$ cat config.mk
export PLATFORM = sky130hd
export DESIGN_NAME = rwp_top
export DESIGN_NICKNAME = d
export VERILOG_FILES = /design/src/rwp_top.v /design/src/rwp_match.v
export VERILOG_INCLUDE_DIRS = /design/src /design/src/include
export SDC_FILE = /design/constraint.sdc
export NUM_CORES = 1
export LEC_CHECK = 0
export BUFFER_PORTS_ARGS = -buffer_cell sky130_fd_sc_hd__buf_2
export CELL_PAD_IN_SITES_DETAIL_PLACEMENT = 1
export CELL_PAD_IN_SITES_GLOBAL_PLACEMENT = 1
export CORE_MARGIN = 2
export CORE_UTILIZATION = 31
export DETAILED_ROUTE_END_ITERATION = 16
export PLACE_DENSITY = 0.71
export SYNTH_ARGS = -nofsm -noshare
export SYNTH_HDL_FRONTEND = slang
export SYNTH_SLANG_ARGS = --single-unit
$ cat constraint.sdc
create_clock -name core_clk -period 1.8 [get_ports core_clk]
set_input_delay 0 -clock core_clk [delete_from_list [all_inputs] [get_ports core_clk]]
set_output_delay 0 -clock core_clk [all_outputs]
set_load 0.02 [all_outputs]
$ cat src/include/rwp_consts.vh
// constants for the register write protect block
`ifndef RWP_CONSTS_VH
`define RWP_CONSTS_VH

// bus geometry
`define RWP_AW 20
`define RWP_DW 8

// protect register offsets
`define RWP_OFS_KEY 20'h00007
`define RWP_OFS_MAIN 20'h4004a
`define RWP_OFS_POWER 20'h4004c
`define RWP_OFS_CLOCK4 20'h4405f
// status register offset
`define RWP_OFS_STAT 20'h4004e

// field positions
`define RWP_MAIN_CLK_BIT 0
`define RWP_MAIN_PM_BIT 1
`define RWP_MAIN_PORT_BIT 2
`define RWP_CLOCK4_BIT 7
`define RWP_POWER_BIT 1
`define RWP_STAT_BLK_BIT 0

// writable masks, reserved bits read zero
`define RWP_MAIN_MASK 8'h07
`define RWP_CLOCK4_MASK 8'h80
`define RWP_POWER_MASK 8'h02

// reset values
`define RWP_RST_KEY 8'h00
`define RWP_RST_CTRL 8'h00

// key value that opens the key group
`define RWP_KEY_OPEN 8'haa

// number of guarded groups
`define RWP_NGRP 6

// group 0: clock_mode_a/b/c, processor_mode_d
`define RWP_G0_N 4
`define RWP_G0_LIST {20'h40046, 20'h40047, 20'h4004d, 20'h40048}
// group 1: processor_mode_a/c, chip select opt a/b, inverter a/b, io buf
`define RWP_G1_N 7
`define RWP_G1_LIST {20'h40044, 20'h40053, 20'h40054, 20'h40055, \
  20'h40056, 20'h40057, 20'h40058}
// group 2: port9 direction, port9 pin function 3..7, pll a/b
`define RWP_G2_N 8
`define RWP_G2_LIST {20'h400c0, 20'h400c3, 20'h400c4, 20'h400c5, \
  20'h400c6, 20'h400c7, 20'h40020, 20'h40021}
// group 3: clock_mode_d
`define RWP_G3_N 1
`define RWP_G3_LIST {20'h4005a}
// group 4: regulator, low voltage detect, voltage detect
`define RWP_G4_N 3
`define RWP_G4_LIST {20'h40060, 20'h40062, 20'h40064}
// group 5: clock divider, flash mode, peripheral bus, ext bus, boundaries
`define RWP_G5_N 13
`define RWP_G5_LIST {20'h00004, 20'h00008, 20'h0001e, 20'h0001f, \
  20'h00010, 20'h00013, 20'h00014, 20'h00015, 20'h00016, 20'h00017, \
  20'h00018, 20'h00019, 20'h0001a}

`endif

$ cat src/rwp_top.v
// register write protect: protect registers and guarded write gate
//
// Chosen here: the plain strobed port.
`timescale 1ns/10ps
`include "rwp_consts.vh"
module rwp_top #(
  parameter AW = `RWP_AW,
  parameter DW = `RWP_DW,
  parameter [`RWP_G0_N*`RWP_AW-1:0] G0_LIST = `RWP_G0_LIST,
  parameter [`RWP_G1_N*`RWP_AW-1:0] G1_LIST = `RWP_G1_LIST,
  parameter [`RWP_G2_N*`RWP_AW-1:0] G2_LIST = `RWP_G2_LIST,
  parameter [`RWP_G3_N*`RWP_AW-1:0] G3_LIST = `RWP_G3_LIST,
  parameter [`RWP_G4_N*`RWP_AW-1:0] G4_LIST = `RWP_G4_LIST,
  parameter [`RWP_G5_N*`RWP_AW-1:0] G5_LIST = `RWP_G5_LIST
) (
  input wire core_clk,
  input wire rst,
  // cpu register port
  input wire [AW-1:0] bus_addr,
  input wire [DW-1:0] bus_wdata,
  input wire bus_wr,
  input wire bus_rd,
  output reg [DW-1:0] bus_rdata,
  // gated write towards the system registers
  output reg sys_wr,
  output reg [AW-1:0] sys_addr,
  output reg [DW-1:0] sys_wdata,
  // pulse for each refused write
  output reg wr_blocked,
  // current group enables, for observation
  output reg [`RWP_NGRP-1:0] grp_open
);

  // hazard: a guarded write must never reach the system while its
  // group is shut; all refusal logic below is combinational on the
  // stored enables and only the verdict is registered
  // protect registers
  reg [DW-1:0] key_r; // protect_key
  reg [DW-1:0] key_nxt;
  reg [DW-1:0] main_r; // protect_control_main
  reg [DW-1:0] main_nxt;
  reg [DW-1:0] power_r; // protect_control_power
  reg [DW-1:0] power_nxt;
  reg [DW-1:0] clock4_r; // protect_control_clock4
  reg [DW-1:0] clock4_nxt;

  // status: sticky blocked flag and group of the last refusal
  reg stat_blk_r;
  reg stat_blk_nxt;
  reg [`RWP_NGRP-1:0] stat_grp_r;
  reg [`RWP_NGRP-1:0] stat_grp_nxt;

  // own register decode; full compare on all address bits, so no
  // alias of a protect register can slip past the guard
  wire hit_key;
  wire hit_main;
  wire hit_power;
  wire hit_clock4;
  wire hit_stat;
  wire hit_own;

  assign hit_key = (bus_addr == `RWP_OFS_KEY);
  assign hit_main = (bus_addr == `RWP_OFS_MAIN);
  assign hit_power = (bus_addr == `RWP_OFS_POWER);
  assign hit_clock4 = (bus_addr == `RWP_OFS_CLOCK4);
  assign hit_stat = (bus_addr == `RWP_OFS_STAT);
  // own registers never go through the guard
  assign hit_own = hit_key | hit_main | hit_power | hit_clock4 | hit_stat;

  // guarded group decode, one matcher per group; the lists are
  // parameters so a target can move without touching this logic
  wire [`RWP_NGRP-1:0] grp_hit; // bit g: address lies in group g

  rwp_match #(
    .N(`RWP_G0_N),
    .AW(AW),
    .LIST(G0_LIST)
  ) u_g0 (
    .addr(bus_addr),
    .hit(grp_hit[0])
  );

  rwp_match #(
    .N(`RWP_G1_N),
    .AW(AW),
    .LIST(G1_LIST)
  ) u_g1 (
    .addr(bus_addr),
    .hit(grp_hit[1])
  );

  rwp_match #(
    .N(`RWP_G2_N),
    .AW(AW),
    .LIST(G2_LIST)
  ) u_g2 (
    .addr(bus_addr),
    .hit(grp_hit[2])
  );

  rwp_match #(
    .N(`RWP_G3_N),
    .AW(AW),
    .LIST(G3_LIST)
  ) u_g3 (
    .addr(bus_addr),
    .hit(grp_hit[3])
  );

  rwp_match #(
    .N(`RWP_G4_N),
    .AW(AW),
    .LIST(G4_LIST)
  ) u_g4 (
    .addr(bus_addr),
    .hit(grp_hit[4])
  );

  rwp_match #(
    .N(`RWP_G5_N),
    .AW(AW),
    .LIST(G5_LIST)
  ) u_g5 (
    .addr(bus_addr),
    .hit(grp_hit[5])
  );

  // group enables from the stored protect state; a protect write
  // therefore opens the guard for the very next bus cycle
  wire [`RWP_NGRP-1:0] grp_en; // bit g: group g writable

  assign grp_en[0] = main_r[`RWP_MAIN_CLK_BIT];
  assign grp_en[1] = main_r[`RWP_MAIN_PM_BIT];
  assign grp_en[2] = main_r[`RWP_MAIN_PORT_BIT];
  assign grp_en[3] = clock4_r[`RWP_CLOCK4_BIT];
  assign grp_en[4] = power_r[`RWP_POWER_BIT];
  // only the exact key opens; any other byte closes, so a key
  // half written by a runaway loop still leaves the group shut
  wire key_open;
  assign key_open = (key_r == `RWP_KEY_OPEN);
  assign grp_en[5] = key_open;

  // write verdict for a non-own address
  wire [`RWP_NGRP-1:0] grp_deny;
  wire deny_any; // the address hits a closed group
  wire wr_ext;
  wire wr_pass;
  wire wr_deny;

  // a group hit without its enable refuses the write
  assign grp_deny = grp_hit & ~grp_en;
  // any refused group blocks; groups never overlap, so at most one
  // bit of grp_deny is set for a given address
  assign deny_any = |grp_deny;
  // addresses outside every list pass untouched: the guard only
  // knows the targets it was given
  assign wr_ext = bus_wr & ~hit_own;
  assign wr_pass = wr_ext & ~deny_any;
  assign wr_deny = wr_ext & deny_any;

  // next value of the protect registers
  always @* begin
    key_nxt = key_r;
    main_nxt = main_r;
    power_nxt = power_r;
    clock4_nxt = clock4_r;
    if (bus_wr) begin
      // protect writes are taken regardless of any enable
      if (hit_key) begin
        key_nxt = bus_wdata;
      end
      // reserved bits masked at the write, so they always read zero
      if (hit_main) begin
        main_nxt = bus_wdata & `RWP_MAIN_MASK;
      end
      if (hit_power) begin
        power_nxt = bus_wdata & `RWP_POWER_MASK;
      end
      if (hit_clock4) begin
        clock4_nxt = bus_wdata & `RWP_CLOCK4_MASK;
      end
    end
  end

  // next value of the status register
  always @* begin
    stat_blk_nxt = stat_blk_r;
    stat_grp_nxt = stat_grp_r;
    // write one to bit 0 clears the sticky flag
    if (bus_wr && hit_stat && bus_wdata[`RWP_STAT_BLK_BIT]) begin
      stat_blk_nxt = 1'b0;
    end
    // a refusal in the same cycle wins over the clear; with one bus
    // the two cannot meet today, but a second master would need it
    if (wr_deny) begin
      stat_blk_nxt = 1'b1;
      stat_grp_nxt = grp_deny;
    end
  end

  // register update
  always @(posedge core_clk) begin
    if (rst) begin
      // everything starts protected
      key_r <= `RWP_RST_KEY;
      main_r <= `RWP_RST_CTRL;
      power_r <= `RWP_RST_CTRL;
      clock4_r <= `RWP_RST_CTRL;
    end else begin
      key_r <= key_nxt;
      main_r <= main_nxt;
      power_r <= power_nxt;
      clock4_r <= clock4_nxt;
    end
  end

  // status update, kept apart so its clear path stays easy to follow
  always @(posedge core_clk) begin
    if (rst) begin
      // no refusal on record after reset
      stat_blk_r <= 1'h0;
      stat_grp_r <= {`RWP_NGRP{1'h0}};
    end else begin
      stat_blk_r <= stat_blk_nxt;
      stat_grp_r <= stat_grp_nxt;
    end
  end

  // gated write towards the system, one cycle behind the cpu
  always @(posedge core_clk) begin
    if (rst) begin
      sys_wr <= 1'b0;
      sys_addr <= {AW{1'b0}};
      sys_wdata <= {DW{1'b0}};
      wr_blocked <= 1'b0;
    end else begin
      // a refused write never reaches the target
      sys_wr <= wr_pass;
      wr_blocked <= wr_deny;
      // address and data only move on a passed write, so a refused
      // value never shows on the system lines, not even for a cycle
      if (wr_pass) begin
        sys_addr <= bus_addr;
        sys_wdata <= bus_wdata;
      end
    end
  end

  // enables shown as they stand after this edge; taken from the next
  // values so the pins agree with what the following write will see
  always @(posedge core_clk) begin
    if (rst) begin
      grp_open <= {`RWP_NGRP{1'b0}};
    end else begin
      grp_open[0] <= main_nxt[`RWP_MAIN_CLK_BIT];
      grp_open[1] <= main_nxt[`RWP_MAIN_PM_BIT];
      grp_open[2] <= main_nxt[`RWP_MAIN_PORT_BIT];
      grp_open[3] <= clock4_nxt[`RWP_CLOCK4_BIT];
      grp_open[4] <= power_nxt[`RWP_POWER_BIT];
      grp_open[5] <= (key_nxt == `RWP_KEY_OPEN);
    end
  end

  // status as read: group of last refusal above the sticky flag,
  // top bit reserved and zero
  wire [DW-1:0] stat_word;
  assign stat_word = {{(DW-`RWP_NGRP-1){1'h0}}, stat_grp_r, stat_blk_r};

  // read mux, value of the register before any same-cycle write;
  // reads have no side effect, so polling the status loses nothing
  reg [DW-1:0] rd_mux;

  always @* begin
    rd_mux = {DW{1'b0}};
    if (hit_key) begin
      rd_mux = key_r;
    end else if (hit_main) begin
      rd_mux = main_r;
    end else if (hit_power) begin
      rd_mux = power_r;
    end else if (hit_clock4) begin
      rd_mux = clock4_r;
    end else if (hit_stat) begin
      rd_mux = stat_word;
    end
  end

  // read data stand only in the cycle after the strobe
  always @(posedge core_clk) begin
    if (rst) begin
      bus_rdata <= {DW{1'b0}};
    end else if (bus_rd) begin
      bus_rdata <= rd_mux;
    end else begin
      // zero outside the answer cycle, so stale data never lingers
      bus_rdata <= {DW{1'b0}};
    end
  end

endmodule // rwp_top

$ cat src/rwp_match.v
// address list matcher for one guarded group
`timescale 1ns/10ps
module rwp_match #(
  parameter N = 1,
  parameter AW = 20,
  parameter [N*AW-1:0] LIST = {N*AW{1'b0}}
) (
  input wire [AW-1:0] addr,
  output wire hit
);
  // one compare per listed address
  wire [N-1:0] eq;
  genvar i;
  generate
    for (i = 0; i < N; i = i + 1) begin : g_cmp
      assign eq[i] = (addr == LIST[i*AW +: AW]);
    end
  endgenerate
  // any match marks the address as part of the group
  assign hit = |eq;
endmodule // rwp_match

==> flow_metrics.tcl <==
set metrics [dict create \
    cp-end-kind "flip-flop" \
    p_clk_share_pct 36.3 \
    die_x_um 101.3 \
    first_global_vias 3063 \
    core_area_um2 9196 \
    synth_ff_type "dfxtp_1" \
    path_class "flip-flop to flip-flop" \
    route.detailed.drc 0 \
    grt_pass1_wl_mm 15.30 \
    gp_congestion 0.8243 \
    synth_top_area_cell "dfxtp_1" \
    irDropWorstVdd_uv 350.7 \
    synth_nets 355 \
    vias 2937 \
    fin_skew_ns 0.009701 \
    seq_area_frac_synth_pct 40.22 \
    cts_tree "yes" \
    worstPathArrival_ns 2.15 \
    avgSynthCellArea_um2 9.092 \
    io_pins 76 \
    row_count 35 \
    switching_share_pct 27.23 \
    slew_headroom_pct 66.65 \
    ys_types 46 \
    internal_power_mw 2.091 \
    cap_violations 0 \
    drive_gt1_share_pct 36.76 \
    switching_power_mw 0.7824 \
    viasPerCell 5.003 \
    synthArstFlopShare_pct 0 \
    finalPower_mw 2.874 \
    cts_root_buf "clkbuf_8" \
    hold_class "input port to flip-flop" \
    wl_mm 9.788 \
    wire_per_inst_um 16.67 \
    clk_latency_ns 0.34 \
    critical_path_required_ns 2.06 \
    yosys_warnings 0 \
    worst-path-buf-inv 3 \
    power_frac_comb_pct 16.1 \
    portBuffers 75 \
    synth.area.top_cells "dfxtp_1 40%, mux2i_1 12%, nand2b_1 12%" \
    worst_pin_slew_ns 0.5002 \
    synth-edff-count 0 \
    cpMaxStageDelayCell "dfxtp_2" \
    clock_sinks 59 \
    ys_ff_latch 59 \
    drt-pass1-iter-count 4 \
    antenna_found_initial 0 \
    slew_violations 0 \
    cp_max_fo 5 \
    p_leak_nw 1.900 \
    fin_nets 504 \
    slowest_delay_ns 0.33 \
    period_share_pct 104.9 \
    grt.overflow.total 0 \
    fin_crit_ns 1.888 \
    setup_ws_ns -0.08808 \
    syn2layout_area_growth_pct 45.89 \
    cts.htree.levels 3 \
    startpoint_type "flip-flop" \
    max_freq_mhz 529.6 \
    setup_tns_ns -1.488 \
    cts_buffers 9 \
    cp_top_family "simple AND/OR/NAND/NOR gates" \
    n_antenna_cell 0 \
    synth_area_um2 2937 \
    cts_max_path_buffers 2 \
    violations "setup timing" \
    dp_hpwl_mm 6.886 \
    seq_power_share_pct 47.5 \
    grt_max_degree 29 \
    rsz0062_at_grt "true" \
    path_cells "nor4bb_4 > buf_4 > a221oi_2 > a31oi_4 > and3b_2 > buf_12 > clkbuf_16 > mux2i_1" \
    fillers 1088 \
    final_hold_viol_count 0 \
    clk_pin_slew_worst_paths_ns 0.07 \
    syn_inst 323 \
    grt_usage_pct 19.26 \
    detail-route-antenna-nets 0 \
    fp.dieH_um 101.3 \
    synth_common_cells "59 x dfxtp_1, 55 x nand2b_1, 36 x mux2i_1, 27 x nor2_1, 21 x nand2_1" \
    status "finished, violations left" \
    drtIter0Drc 84 \
    powerDensity_nw_per_um2 670.8 \
    die_area_um2 10270 \
    synth_most_common_cell "dfxtp_1" \
    netlist.area_leader.share_pct 40.22 \
    initial_core_util_pct 31.93 \
    finalSetupViolations 28 \
]
[flip-flops by register name, summed over array words and instances, names as in the netlist]
register / cells
grp_open: 4
sys_wdata: 8
wr_blocked: 1
main_r: 2
stat_grp_r: 6
bus_rdata: 8
key_r: 8
sys_wr: 1
sys_addr: 20
stat_blk_r: 1
[area by class of cell]
cell class / count / area, um2 / share of cell area [%]
Multi-Input combinational cell: 242 / 1665 / 38.87
Clock inverter: 3 / 15.01 / 0.3505
Inverter: 1 / 3.754 / 0.08762
Clock buffer: 12 / 145.1 / 3.388
Sequential cell: 59 / 1185 / 27.66
Tap cell: 111 / 138.9 / 3.242
Timing Repair Buffer: 159 / 1131 / 26.40
[worst min-delay path: cells and delay by family]
kind / cells / cell delay (ns)
buffers and inverters: 2 / 0.23
multiplexers: 1 / 0.06
AND/OR/NAND/NOR: 1 / 0.06
[timing repair]
action	CTS	global route
hold endpoints to repair	27	0
endpoints found under the setup margin	29	30
setup buffers	4	5
resized for setup	10	4
cloned	1	2
hold buffers	18	0
pin swaps	5	5
[cells in the final DEF, fill, tap and decap left out, types with 4 or more instances in the layout]
cell            n
a21oi_1        14
a22oi_1         5
buf_2          75
buf_4          60
clkbuf_8       10
dfxtp_1        56
dlygate4sd3_1  18
mux2i_1        36
nand2_1        21
nand2b_1       55
nand3_1        20
nor2_1         27
nor3_1          7
or3_1           4
or4b_1          4
[power groups by stage]
stage | Combinational, mW | Clock, mW | Sequential (mW)
after global placement | 0.389 | 0 | 1.39
final | 0.464 | 1.04 | 1.37
after detailed placement | 0.401 | 0 | 1.39
after floorplan | 0.177 | 0 | 1.44
after CTS | 0.446 | 1.07 | 1.37
after global routing | 0.500 | 1.14 | 1.37
[kinds of logic after synthesis]
family                 share of synthesized area (%)
multiplexers                                   13.04
buffers and inverters                          4.686
XOR/XNOR                                      0.2983
flip-flops                                     40.22
AND/OR/NAND/NOR                                33.79
AO/OA/AOI/OAI                                  7.968
[metal layers]
layer / track usage (%) / wire length [um]
met5: 0 / 0
met4: 7.484 / 165
met3: 3.796 / 310
met2: 33.01 / 4821
met1: 23.81 / 4490
[worst paths after layout]
kind              cells after the start      endpoint  slack [ns]    startpoint
hold reg to reg                       2  sys_wdata[4]        0.47  sys_wdata[4]
setup reg to reg                      8  sys_addr[13]       -0.09      key_r[0]
setup / recovery                      8  sys_addr[13]       -0.09      key_r[0]
hold / removal                        4  sys_addr[19]        0.06  bus_addr[19]
[metrics by stage]
stage	hold slack (ns)	std cells	area (um2)	utilization (%)	setup WS, ns
after floorplan	0.1439	323	2949	-	-0.03286
after global placement	0.2809	543	3756	40.84	-0.1678
after detailed placement	0.2899	543	3756	40.84	-0.2760
after CTS	0.05037	581	4198	45.65	-0.07040
after global routing	0.07024	587	4284	46.59	-0.1446
final	0.06036	587	4284	46.59	-0.08808
No activity file was read; power rests on OpenSTA's default activity.
